===== config.mk =====
export PLATFORM = sky130hd
export DESIGN_NAME = serial_port_four_mode
export DESIGN_NICKNAME = d
export VERILOG_FILES = /design/src/core/serial_port_four_mode.v
export VERILOG_INCLUDE_DIRS = /design/src /design/src/core
export SDC_FILE = /design/constraint.sdc
export NUM_CORES = 1
export LEC_CHECK = 0
export BUFFER_PORTS_ARGS = -buffer_cell sky130_fd_sc_hd__buf_2
export CAP_MARGIN = 10
export CORE_ASPECT_RATIO = 0.5
export CORE_MARGIN = 2
export CORE_UTILIZATION = 27
export DETAILED_ROUTE_END_ITERATION = 10
export GPL_ROUTABILITY_DRIVEN = 0
export PLACE_DENSITY_LB_ADDON = 0.12
export SYNTH_ARGS = -nofsm -noshare
export SYNTH_HDL_FRONTEND = slang
export SYNTH_SLANG_ARGS = --single-unit

===== constraint.sdc =====
create_clock -name REF_CLK_I -period 2.54 [get_ports REF_CLK_I]
set_clock_uncertainty 0.15 [all_clocks]
set_input_delay 0.254 -clock REF_CLK_I [delete_from_list [all_inputs] [get_ports REF_CLK_I]]
set_output_delay 0.254 -clock REF_CLK_I [all_outputs]
set_load 0.05 [all_outputs]

===== src/core/serial_port_regs.vh =====
/*
 * register offsets, field positions, reset values and divider counts
 * for the four-mode serial port; included by the port's design file.
 */
`ifndef SERIAL_PORT_REGS_VH
`define SERIAL_PORT_REGS_VH

// register offsets on the plain register port
`define ADDR_SERIAL_CONTROL 4'h0
`define ADDR_SERIAL_DATA 4'h1
`define ADDR_POWER_CONTROL 4'h2
`define ADDR_CLOCK_CONTROL 4'h3
`define ADDR_TIMER1_RELOAD 4'h4
`define ADDR_TIMER2_CONTROL 4'h5
`define ADDR_TIMER2_RELOAD_LOW 4'h6
`define ADDR_TIMER2_RELOAD_HIGH 4'h7

// serial_control_reg fields
`define SC_RX_DONE 0
`define SC_TX_DONE 1
`define SC_RX_NINTH 2
`define SC_TX_NINTH 3
`define SC_RX_ENABLE 4
`define SC_MP_FILTER 5
`define SC_MODE_LO 6
`define SC_MODE_HI 7

// other fields
`define PC_BAUD_DOUBLER 7
`define CC_T1_BYPASS 4
`define T2_RX_SELECT 5
`define T2_TX_SELECT 4
`define T2_EXT_CLOCK 1

// reset values
`define SERIAL_CONTROL_RESET 8'h00
`define POWER_CONTROL_RESET 8'h00
`define CLOCK_CONTROL_RESET 8'h00
`define TIMER2_CONTROL_RESET 8'h00

// modes
`define MODE_SYNC 2'h0
`define MODE_ASYNC8_VAR 2'h1
`define MODE_ASYNC9_FIXED 2'h2
`define MODE_ASYNC9_VAR 2'h3

// divider counts in core clocks
`define SYNC_DIV 4'hC
`define T1_PRESCALE 4'hC
`define T2_PRESCALE 4'h2
`define FIXED_TICK_DIV 2'h2
`define TICKS_PER_BIT 5'h10

`endif


===== src/core/serial_port_four_mode.v =====
/*
 * four-mode serial port: one synchronous shift mode, three asynchronous
 * modes, with a timer 1 auto-reload and a timer 2 baud generator.
 * assumes a single 20 MHz core clock, synchronous active-low reset, and
 * a register master that holds strobes for one cycle each.
 */
// The address-and-strobe port and the address map were chosen for this implementation.
`timescale 1ns/1ps
`include "serial_port_regs.vh"

module serial_port_four_mode (
    input wire REF_CLK_I,
    input wire RST_N_I,
    input wire CE_I,
    input wire [3:0] ADDR_I,
    input wire [7:0] WDATA_I,
    input wire WR_I,
    input wire RD_I,
    output reg [7:0] RDATA_O,
    input wire RXD_I,
    output reg RXD_O,
    output reg RXD_OE_O,
    output reg TXD_O,
    input wire TIMER2_EXT_INPUT_I,
    output wire IRQ_O,
    output wire TIMER2_IRQ_DISABLE_O
);

    localparam ST_IDLE = 2'h0;
    localparam ST_TX = 2'h1;
    localparam ST_RX = 2'h2;

    reg [7:0] serial_control_reg;
    reg [7:0] power_control_reg;
    reg [7:0] clock_control_reg;
    reg [7:0] timer2_control_reg;
    reg [7:0] timer1_reload_byte;
    reg [7:0] timer2_reload_low;
    reg [7:0] timer2_reload_high;
    reg [7:0] rx_holding;
    reg [7:0] timer1_count;
    reg [15:0] timer2_count;
    reg [3:0] t1_pre;
    reg t2_pre;
    reg [3:0] sync_div;
    reg [5:0] fixed_div;
    reg [4:0] t1_div;
    reg rx_meta, rx_sync, t2_meta, t2_sync, t2_last;
    // sync mode engine
    reg [1:0] sync_state;
    reg [7:0] sync_shift;
    reg [3:0] sync_bits;
    // async transmitter
    reg tx_busy;
    reg [10:0] tx_shift;
    reg [3:0] tx_bits;
    reg [3:0] tx_tick;
    // async receiver
    reg rx_busy;
    reg rx_last;
    reg [3:0] rx_tick;
    reg [3:0] rx_bits;
    reg [8:0] rx_shift;
    reg rx_finish;

    wire [1:0] mode = serial_control_reg[`SC_MODE_HI:`SC_MODE_LO];
    wire baud_doubler = power_control_reg[`PC_BAUD_DOUBLER];
    wire timer1_prescale_bypass = clock_control_reg[`CC_T1_BYPASS];
    wire rx_timer2_select = timer2_control_reg[`T2_RX_SELECT];
    wire tx_timer2_select = timer2_control_reg[`T2_TX_SELECT];
    wire timer2_ext_clock_select = timer2_control_reg[`T2_EXT_CLOCK];
    wire tx_done_flag = serial_control_reg[`SC_TX_DONE];
    wire rx_done_flag = serial_control_reg[`SC_RX_DONE];
    wire rx_enable = serial_control_reg[`SC_RX_ENABLE];
    wire multiproc_filter_enable = serial_control_reg[`SC_MP_FILTER];

    // address decode used by the write paths; the read path decodes with its own case
    function sel;
        input [3:0] a;
        input [3:0] target;
        begin
            sel = (a == target);
        end
    endfunction

    wire data_write = CE_I && WR_I && sel(ADDR_I, `ADDR_SERIAL_DATA);
    wire ctrl_write = CE_I && WR_I && sel(ADDR_I, `ADDR_SERIAL_CONTROL);

    // pin synchronisers, first stage read only by the second
    always @(posedge REF_CLK_I) begin
        if (!RST_N_I) begin
            rx_meta <= 1'b1;
            rx_sync <= 1'b1;
            t2_meta <= 1'b1;
            t2_sync <= 1'b1;
        end else if (CE_I) begin
            rx_meta <= RXD_I;
            rx_sync <= rx_meta;
            t2_meta <= TIMER2_EXT_INPUT_I;
            t2_sync <= t2_meta;
        end
    end

    wire timer1_tick = timer1_prescale_bypass || (t1_pre == `T1_PRESCALE - 4'h1);
    wire t1_ovf = timer1_tick && (timer1_count == 8'hFF);
    wire t2_gen = rx_timer2_select || tx_timer2_select;
    // timer 2 clocked core/2 or falling pin edge
    wire t2_tick = t2_gen && (timer2_ext_clock_select ? (t2_last && !t2_sync) : t2_pre);
    wire t2_ovf = t2_tick && (timer2_count == 16'hFFFF);
    // timer 1 rate divided by 32 or 16
    wire t1_div_wrap = t1_ovf && (baud_doubler || t1_div[0]);
    // fixed rate ticks: 16 ticks per bit, core/64 or core/32
    wire fixed_tick = baud_doubler ? (fixed_div[0]) : (fixed_div[1:0] == 2'h3);
    // sixteen-times tick for each direction
    // timer 2 already divided by sixteen per bit in the engine
    wire var_rx_tick = rx_timer2_select ? t2_ovf : t1_div_wrap;
    wire var_tx_tick = tx_timer2_select ? t2_ovf : t1_div_wrap;
    // mode 3 shares mode 1 rate
    wire rx_tick16 = (mode == `MODE_ASYNC9_FIXED) ? fixed_tick : var_rx_tick;
    wire tx_tick16 = (mode == `MODE_ASYNC9_FIXED) ? fixed_tick : var_tx_tick;
    wire nine_bit = mode[1];

    // timers and dividers
    always @(posedge REF_CLK_I) begin
        if (!RST_N_I) begin
            timer1_count <= 8'h00;
            timer2_count <= 16'h0000;
            t1_pre <= 4'h0;
            t2_pre <= 1'b0;
            fixed_div <= 6'h00;
            t1_div <= 5'h00;
            t2_last <= 1'b1;
        end else if (CE_I) begin
            t2_last <= t2_sync;
            t2_pre <= ~t2_pre;
            fixed_div <= fixed_div + 6'h01;
            t1_pre <= (t1_pre == `T1_PRESCALE - 4'h1) ? 4'h0 : t1_pre + 4'h1;
            if (timer1_tick) begin
                // auto-reload on rollover
                timer1_count <= t1_ovf ? timer1_reload_byte : timer1_count + 8'h01;
            end
            if (!t2_gen) begin
                // parked on its reload so the first bit is not stretched by a long count
                timer2_count <= {timer2_reload_high, timer2_reload_low};
            end else if (t2_tick) begin
                timer2_count <= t2_ovf ? {timer2_reload_high, timer2_reload_low} :
                    timer2_count + 16'h0001;
            end
            if (t1_ovf) begin
                t1_div <= t1_div + 5'h01;
            end
        end
    end

    wire rx_start_edge = rx_last && !rx_sync;
    wire [3:0] rx_frame_bits = nine_bit ? 4'hA : 4'h9;

    // register file, engines and flags
    always @(posedge REF_CLK_I) begin
        if (!RST_N_I) begin
            serial_control_reg <= `SERIAL_CONTROL_RESET;
            power_control_reg <= `POWER_CONTROL_RESET;
            clock_control_reg <= `CLOCK_CONTROL_RESET;
            timer2_control_reg <= `TIMER2_CONTROL_RESET;
            timer1_reload_byte <= 8'h00;
            timer2_reload_low <= 8'h00;
            timer2_reload_high <= 8'h00;
            rx_holding <= 8'h00;
            RDATA_O <= 8'h00;
            sync_state <= ST_IDLE;
            sync_shift <= 8'h00;
            sync_bits <= 4'h0;
            sync_div <= 4'h0;
            RXD_O <= 1'b1;
            RXD_OE_O <= 1'b0;
            TXD_O <= 1'b1;
            tx_busy <= 1'b0;
            tx_shift <= 11'h7FF;
            tx_bits <= 4'h0;
            tx_tick <= 4'h0;
            rx_busy <= 1'b0;
            rx_last <= 1'b1;
            rx_tick <= 4'h0;
            rx_bits <= 4'h0;
            rx_shift <= 9'h000;
            rx_finish <= 1'b0;
        end else if (CE_I) begin
            rx_last <= rx_sync;
            // register writes; hardware sets below win over a clear
            // only a write clears flags
            if (ctrl_write) begin
                serial_control_reg <= WDATA_I;
            end
            if (WR_I && sel(ADDR_I, `ADDR_POWER_CONTROL)) begin
                power_control_reg <= WDATA_I;
            end
            if (WR_I && sel(ADDR_I, `ADDR_CLOCK_CONTROL)) begin
                clock_control_reg <= WDATA_I;
            end
            if (WR_I && sel(ADDR_I, `ADDR_TIMER1_RELOAD)) begin
                timer1_reload_byte <= WDATA_I;
            end
            if (WR_I && sel(ADDR_I, `ADDR_TIMER2_CONTROL)) begin
                timer2_control_reg <= WDATA_I;
            end
            if (WR_I && sel(ADDR_I, `ADDR_TIMER2_RELOAD_LOW)) begin
                timer2_reload_low <= WDATA_I;
            end
            if (WR_I && sel(ADDR_I, `ADDR_TIMER2_RELOAD_HIGH)) begin
                timer2_reload_high <= WDATA_I;
            end
            // read path: data location returns receive holding
            if (RD_I) begin
                case (ADDR_I)
                    `ADDR_SERIAL_CONTROL: RDATA_O <= serial_control_reg;
                    `ADDR_SERIAL_DATA: RDATA_O <= rx_holding;
                    `ADDR_POWER_CONTROL: RDATA_O <= power_control_reg;
                    `ADDR_CLOCK_CONTROL: RDATA_O <= clock_control_reg;
                    `ADDR_TIMER1_RELOAD: RDATA_O <= timer1_reload_byte;
                    `ADDR_TIMER2_CONTROL: RDATA_O <= timer2_control_reg;
                    `ADDR_TIMER2_RELOAD_LOW: RDATA_O <= timer2_reload_low;
                    `ADDR_TIMER2_RELOAD_HIGH: RDATA_O <= timer2_reload_high;
                    default: RDATA_O <= 8'h00;
                endcase
            end

            if (mode == `MODE_SYNC) begin
                tx_busy <= 1'b0;
                rx_busy <= 1'b0;
                // master, shift clock core/12 on the transmit pin
                case (sync_state)
                    ST_IDLE: begin
                        TXD_O <= 1'b1;
                        RXD_OE_O <= 1'b0;
                        sync_div <= 4'h0;
                        sync_bits <= 4'h0;
                        if (data_write) begin
                            sync_shift <= WDATA_I;
                            RXD_O <= WDATA_I[0];
                            RXD_OE_O <= 1'b1;
                            sync_state <= ST_TX;
                        end else if (rx_enable && !rx_done_flag && !ctrl_write) begin
                            // reception begins when enabled, flag clear
                            sync_state <= ST_RX;
                        end
                    end
                    ST_TX, ST_RX: begin
                        sync_div <= (sync_div == `SYNC_DIV - 4'h1) ? 4'h0 : sync_div + 4'h1;
                        TXD_O <= (sync_div >= 4'h6);
                        if (sync_div == 4'h6 && sync_state == ST_RX) begin
                            // sample on rising shift clock, lsb first
                            sync_shift <= {rx_sync, sync_shift[7:1]};
                        end
                        if (sync_div == `SYNC_DIV - 4'h1) begin
                            sync_bits <= sync_bits + 4'h1;
                            if (sync_state == ST_TX) begin
                                sync_shift <= {1'b0, sync_shift[7:1]};
                                RXD_O <= sync_shift[1];
                            end
                            if (sync_bits == 4'h7) begin
                                sync_state <= (sync_state == ST_TX) ? ST_IDLE : 2'h3;
                                RXD_OE_O <= 1'b0;
                                TXD_O <= 1'b1;
                                if (sync_state == ST_TX) begin
                                    // done at end of eighth bit
                                    serial_control_reg[`SC_TX_DONE] <= 1'b1;
                                end
                            end
                        end
                    end
                    default: begin
                        // one cycle after the eighth bit, then halt
                        // byte passes into the holding register
                        rx_holding <= sync_shift;
                        serial_control_reg[`SC_RX_DONE] <= 1'b1;
                        sync_state <= ST_IDLE;
                    end
                endcase
            end else begin
                sync_state <= ST_IDLE;
                RXD_OE_O <= 1'b0;
                if (data_write && !tx_busy) begin
                    // start, data lsb first, ninth, stop
                    tx_shift <= {1'b1, nine_bit ? serial_control_reg[`SC_TX_NINTH] : 1'b1,
                        WDATA_I, 1'b0};
                    tx_busy <= 1'b1;
                    tx_bits <= 4'h0;
                    tx_tick <= 4'h0;
                end else if (tx_busy && tx_tick16) begin
                    tx_tick <= tx_tick + 4'h1;
                    if (tx_tick == 4'hF) begin
                        tx_shift <= {1'b1, tx_shift[10:1]};
                        tx_bits <= tx_bits + 4'h1;
                        // flag set as the stop bit begins
                        if (tx_bits == rx_frame_bits - 4'h1) begin
                            serial_control_reg[`SC_TX_DONE] <= 1'b1;
                        end
                        if (tx_bits == rx_frame_bits) begin
                            tx_busy <= 1'b0;
                        end
                    end
                end
                TXD_O <= tx_busy ? tx_shift[0] : 1'b1;

                rx_finish <= 1'b0;
                if (!rx_busy) begin
                    if (rx_enable && rx_start_edge) begin
                        rx_busy <= 1'b1;
                        rx_tick <= 4'h0;
                        rx_bits <= 4'h0;
                    end
                end else if (rx_tick16) begin
                    rx_tick <= rx_tick + 4'h1;
                    if (rx_tick == 4'h7) begin
                        rx_bits <= rx_bits + 4'h1;
                        if (rx_bits == 4'h0) begin
                            // false start rejected
                            rx_busy <= rx_sync ? 1'b0 : 1'b1;
                        end else if (rx_bits == rx_frame_bits) begin
                            rx_busy <= 1'b0;
                            rx_finish <= 1'b1;
                            if (!nine_bit) begin
                                // stop bit lands in the ninth position
                                rx_shift <= {rx_sync, rx_shift[8:1]};
                            end
                        end else begin
                            rx_shift <= {rx_sync, rx_shift[8:1]};
                        end
                    end
                end
                // store only if flag clear and filter passes
                if (rx_finish && !rx_done_flag && (!multiproc_filter_enable || rx_shift[8])) begin
                    // holding register frees shifter for next frame
                    rx_holding <= rx_shift[7:0];
                    serial_control_reg[`SC_RX_NINTH] <= rx_shift[8];
                    serial_control_reg[`SC_RX_DONE] <= 1'b1;
                end
            end
        end
    end

    assign IRQ_O = tx_done_flag || rx_done_flag;
    // timer 2 interrupts off while it makes baud
    assign TIMER2_IRQ_DISABLE_O = t2_gen;

endmodule // serial_port_four_mode


# Yosys cells after proc, flatten, opt, wreduce, memory -nomap -nowiden
# Cells that the tools add are included.
classes:
  addsub: 12
  magnitude_cmp: 1
  eq_ne: 34
  muxes: 95
  bitwise: 3
  reduce_logical: 74
ops:
  columns: ["cell", "count"]
  rows:
  - ["8-bit two-way mux", 8]
  - ["8-bit case mux with 8 select lines", 1]
  - ["4-bit two-way mux", 14]
  - ["1-bit two-way mux", 48]
  - ["16-bit two-way mux", 3]
  - ["11-bit two-way mux", 3]
  - ["4-bit by 1-bit adder with 4-bit output (second input constant)", 7]
  - ["4-bit by 3-bit == test with 1-bit output (second input constant)", 7]
  - ["4-bit AND reduction", 7]
  - ["2-bit AND reduction", 13]
  - ["1-bit logical AND", 23]
  - ["9-bit two-way mux", 2]
  - ["16-bit by 1-bit adder with 16-bit output (second input constant)", 1]
  - ["16-bit == test (second input constant)", 1]
  - ["2-bit two-way mux", 8]
  - ["4-bit case mux with 2 select lines", 2]
  - ["8-bit case mux with 2 select lines", 1]
  - ["4-bit == test", 3]
  - ["4-bit == test (second input constant)", 3]
  - ["2-bit inequality test (second input constant)", 5]
  - ["2-bit nonzero test", 5]
  - ["3-bit AND reduction", 3]
  - ["3-bit nonzero test", 3]
  - ["8-bit by 1-bit adder with 8-bit output (second input constant)", 1]
  - ["26 further kinds", 47]
totals:
  register_bits: 178
  input_bits: 19
  out_inout_bits: 13

# Longest topological paths before layout
logic_depth:
  word_depth: 11
  mapped_depth: 9

# Least setup slack after synthesis
# OpenSTA, ideal clock, no wires.
synth_timing:
  kind: "flip-flop to flip-flop"
  start: "register timer1_count[0]"
  end: "register rx_tick[3]"
  setup_time_ns: 0.136
  arrival_ns: 2.002
  slack_ns: 0.253
  path_stages_with_launch: 9
  n_path_buf: 1
  cell_sequence: "dfxtp_1 ha_1 and4_2 o211ai_4 o32ai_1 a41oi_2 buf_2 o311ai_0 o41ai_1"
synth_between:
  elab_chain_len: 7
synth_lines:
  columns: ["item", "line", "source"]
  rows:
  - ["from (decl)", "serial_port_four_mode.v:41", "reg [7:0] timer1_count;"]
  - ["from (signal assigned)", "serial_port_four_mode.v:140", "timer1_count <= t1_ovf ? timer1_reload_byte : timer1_count + 8'h01;"]
  - ["8-bit == test", "serial_port_four_mode.v:105", "wire t1_ovf = timer1_tick && (timer1_count == 8'hFF);"]
  - ["1-bit logical AND", "serial_port_four_mode.v:105", null]
  - ["1-bit logical AND", "serial_port_four_mode.v:111", "wire t1_div_wrap = t1_ovf && (baud_doubler || t1_div[0]);"]
  - ["1-bit two-way mux", "serial_port_four_mode.v:116", "wire var_rx_tick = rx_timer2_select ? t2_ovf : t1_div_wrap;"]
  - ["1-bit two-way mux", "serial_port_four_mode.v:119", "wire rx_tick16 = (mode == `MODE_ASYNC9_FIXED) ? fixed_tick : var_rx_tick;"]
  - ["2-bit by 1-bit inequality test with 1-bit output (no line)", null, null]
  - ["4-bit AND reduction (no line)", null, null]
  - ["to (signal assigned)", "serial_port_four_mode.v:313", "rx_tick <= rx_tick + 4'h1;"]
  - ["to (decl)", "serial_port_four_mode.v:61", "reg [3:0] rx_tick;"]
# No other way between the ends.
# A chain may end at the register's enable or synchronous reset.

# Worst setup path after layout
layout_timing:
  start: "register sync_state[0]"
  end: "register serial_control_reg[1]"
layout_between:
  elab_chain_len: 6
layout_lines:
  columns: ["item", "line", "source"]
  rows:
  - ["from (decl)", "serial_port_four_mode.v:50", "reg [1:0] sync_state;"]
  - ["from (signal assigned)", "serial_port_four_mode.v:261", "sync_state <= (sync_state == ST_TX) ? ST_IDLE : 2'h3;"]
  - ["2-bit by 1-bit == test with 1-bit output", "serial_port_four_mode.v:231, serial_port_four_mode.v:264", null]
  - ["1-bit two-way mux", "serial_port_four_mode.v:264", "if (sync_state == ST_TX) begin"]
  - ["1-bit two-way mux", "serial_port_four_mode.v:260", "if (sync_bits == 4'h7) begin"]
  - ["1-bit two-way mux", "serial_port_four_mode.v:254", "if (sync_div == `SYNC_DIV - 4'h1) begin"]
  - ["1-bit two-way mux *", "serial_port_four_mode.v:231", "case (sync_state)"]
  - ["2-bit two-way mux *", "serial_port_four_mode.v:227", "if (mode == `MODE_SYNC) begin"]
  - ["to (signal assigned)", "serial_port_four_mode.v:161", "serial_control_reg <= `SERIAL_CONTROL_RESET;"]
  - ["to (signal, indexed assignment)", "serial_port_four_mode.v:335", "serial_control_reg[`SC_RX_NINTH] <= rx_shift[8];"]
  - ["to (decl)", "serial_port_four_mode.v:33", "reg [7:0] serial_control_reg;"]
# Every way passes the cells marked *; elsewhere a longest branch is shown, timed or not.

==> flow_summary_export.csv <==
group,metric,value,unit
power,powerDensity,590,nW/um^2
cells_and_area,regMostFlops,"timer2_count",
global_routing,grt_pass1_vias,7272,
synth,yosysTopAreaCell,"dfxtp_1",
critical_path,path_cells,"inv_1 > ha_1 > buf_4 > nand2_1 > o311ai_0 > a31oi_1 > nor2_1",
cells_and_area,syn2layout_area_growth,18.1,%
floorplan,fp.coreArea,30700,sq um
drt,first_iter_violations,558,
sta,slew_headroom,0.428,
cells_and_area,drive_above_1_share,0.152,
synth,synth_mux_area_frac,0.133,
power,switching_share,0.251,
place,pre_cts_slack,55.9,ps
synth,synth_xor_area_frac,0.00719,
clocking,h-tree-depth,4,
floorplan,fp.dieW,255,um
sta,setup_violations,0,
clocking,clock-sinks,169,
critical_path,cpLargestDelayFamily,"compound AO/OA/AOI/OAI gates",
sta,fin_ws,141,ps
clocking,insertion_delay,450,ps
cells_and_area,reg.largest.list,"timer2_count: 16 flops, tx_shift: 10 flops, rx_shift: 9 flops",
synth,post_synth_inst_count,995,
critical_path,crit_type,"reg -> reg",
cells_and_area,largest_reg_flops,16,
synth,synth_seq_area_share,0.397,
cells_and_area,antenna_cells,0,
sta,maxSlewViolCount,0,
floorplan,num_rows,45,
floorplan,dieArea,33100,sq um
sta,min_period,2400,ps
synth,synth_top_family_by_area,"simple AND/OR/NAND/NOR gates",
synth,synthSimpleGateAreaFrac,0.221,
power,intPower,0.00445,W
place,placed_cell_area,9380,sq um
drt,via_per_inst,5.12,
synth,async_reset_ff_frac,0,
synth,synth_compound_area_frac,0.177,
drt,drc,0,
global_routing,antenna_found_initial,1,
power,ir_worst_vdd,0.455,mV
clocking,clk_pin_slew_worst_paths,70,ps
synth,synth-main-ff-cell,"dfxtp_1",
sta,hold_violations,0,
drt,drtPass1Iterations,5,
critical_path,startpoint_type,"flip-flop",
cells_and_area,final_cell_area,10100,sq um
synth,syn_area,8520,sq um
place,port_buffers,31,
floorplan,start_util,0.278,
floorplan,io_pins,32,
critical_path,rr_worst_depth,7,
sta,fin_crit_sh,0.945,
drt,wl,26.4,mm
synth,ys_seq_elements,169,
global_routing,grt_remaining_overflow,0,
global_routing,grt_max_degree,74,
hold_path,worstHoldPathCells,3,
clocking,cts_tree,"yes",
sta,tns,0,ps
critical_path,cp_data_arrival_time,2630,ps
critical_path,crit_slowest_cell,"o311ai_0",
clocking,clockBufferDepth,2,
sta,max_freq,417,MHz
critical_path,worst_ep_required_time,2770,ps
place,hpwl,18.1,mm
cells_and_area,fin_nets,1075,
clocking,cts_inserted_buffers,17,
clocking,cts-root-buf,"clkbuf_16",
hold_path,hold_path_class,"in -> reg",
power,seqPwrFrac,0.458,
synth,synth_edf_count,0,
synth,syn_avg_cell_area,8.57,sq um
drt,drtAntennaViolNets,0,
power,p_total,0.00594,W
critical_path,crit_path_end_kind,"flip-flop",
power,p_clk_frac,0.469,
global_routing,grt_pass1_wl,42.0,mm
critical_path,path_buf_inv,2,
critical_path,r2r_slack,140,ps
synth,synthAdderAreaFrac,0.0235,
floorplan,die_h,130,um
sta,tightest_slew,847,ps
critical_path,worstPathMaxFanout,7,
critical_path,crit_path_max_incr_delay,740,ps
critical_path,crit_cells,7,
run,max_cap_violations,0,
synth,synth.distinct_cells,78,
synth,ys.warnings.count,0,
power,power_switching,0.00149,W
drt,vias,7563,
synth,synthDominantCellAreaShare,0.397,
synth,synthTopCellsByArea,"dfxtp_1 40%, mux2i_1 12%, nor2_1 5.4%",
power,combPwrFrac,0.073,
sta,rsz0062_at_grt,"false",
synth,syn_nets,1030,
outcome,status,"finished, final reports clean",
power,cellLeakagePower,3.54,nW
drt,wl_per_cell,17.9,um
global_routing,gr-usage-all-layers,0.167,
worst reg2reg max path: stages (launching register included):
cell and delay (ps):
dfxtp_1 420, inv_1 90, ha_1 410, buf_4 190, nand2_1 50, o311ai_0 740, a31oi_1 150, nor2_1 140
timing repair:
item / CTS / global route
endpoints found under the hold margin: 2 / 0
setup buffers: 0 / 4
endpoints found under the setup margin: 0 / 35
gates resized for setup: 0 / 4
hold buffers: 2 / 0
cells in the mapped netlist, types with 5 or more instances:
cell type,n
dfxtp_1,169
nor2_1,122
mux2i_1,99
nand2_1,99
a21oi_1,52
o21ai_0,49
clkbuf_1,41
nand3_1,36
a31oi_1,30
a211oi_1,18
inv_1,17
ha_1,16
nand4_1,14
nor3_1,14
nor4_1,13
buf_1,12
buf_2,12
and3_1,11
or3_1,11
nor2b_1,10
a311oi_1,9
mux2_2,7
nand2b_1,7
nand3b_1,7
o211ai_1,7
a22o_1,5
nor3b_1,5
o211a_1,5
xor2_1,5
layer usage:
metal | vias up | GRT usage | part of all wire
met1 | 3702 | 0.234 | 0.51
met5 | - | 0 | 0
li1 | 3704 | - | -
met2 | 135 | 0.258 | 0.44
met3 | 22 | 0.0352 | 0.035
met4 | 0 | 0.0502 | 0.016
power groups by stage:
stage	Combinational (W)	Sequential, W	Clock [W]
2_1_floorplan	0.000256	0.00280	0
3_3_place_gp	0.000431	0.00278	0
3_5_place_dp	0.000431	0.00278	0
4_1_cts	0.000435	0.00272	0.00285
5_1_grt	0.000476	0.00273	0.00294
6_report	0.000433	0.00272	0.00278
logic make-up (layout without fill, tap and decap cells):
kind of cell / after synthesis / in the layout
and+or+nand+nor: 383 / 383
DFF: 169 / 169
AOI/OAI and AO/OA: 225 / 225
muxes: 109 / 109
xor gates and xnor gates: 7 / 7
buffers and inverters: 86 / 144
adders and majority gates: 16 / 16
cell usage in the layout, fill, tap and decap left out, types with 16 or more instances in the layout:
master,instances
a211oi_1,17
a21oi_1,52
a31oi_1,30
buf_2,31
buf_4,58
clkbuf_16,17
dfxtp_1,169
ha_1,16
inv_1,17
mux2i_1,99
nand2_1,99
nand3_1,36
nor2_1,122
o21ai_0,49
area by class of cell:
cell class                 count  area (sq um)
fill                        3186         20600
timing repair buffer          94           662
sequential                   169          3380
inverter                      18          70.1
tap                          423           529
clock inverter                11           144
multi-input combinational    740          4810
clock buffer                  21           470
path summary, 6_finish.rpt:
kind | start | endpoint
max | sync_state[0] | serial_control_reg[1]
min | WDATA_I[4] | timer1_reload_byte[4]
max reg2reg | sync_state[0] | serial_control_reg[1]
min reg2reg | rx_shift[0] | rx_shift[0]
metrics by stage:
stage / hold slack [ps] / cells / util
floorplan: 232 / 995 / -
global placement: 299 / 1438 / 0.306
detailed placement: 310 / 1438 / 0.306
CTS: 59.5 / 1472 / 0.326
global route: 82.5 / 1476 / 0.328
finish: 82.7 / 1476 / 0.328
No activity file was read; power rests on OpenSTA's default activity.
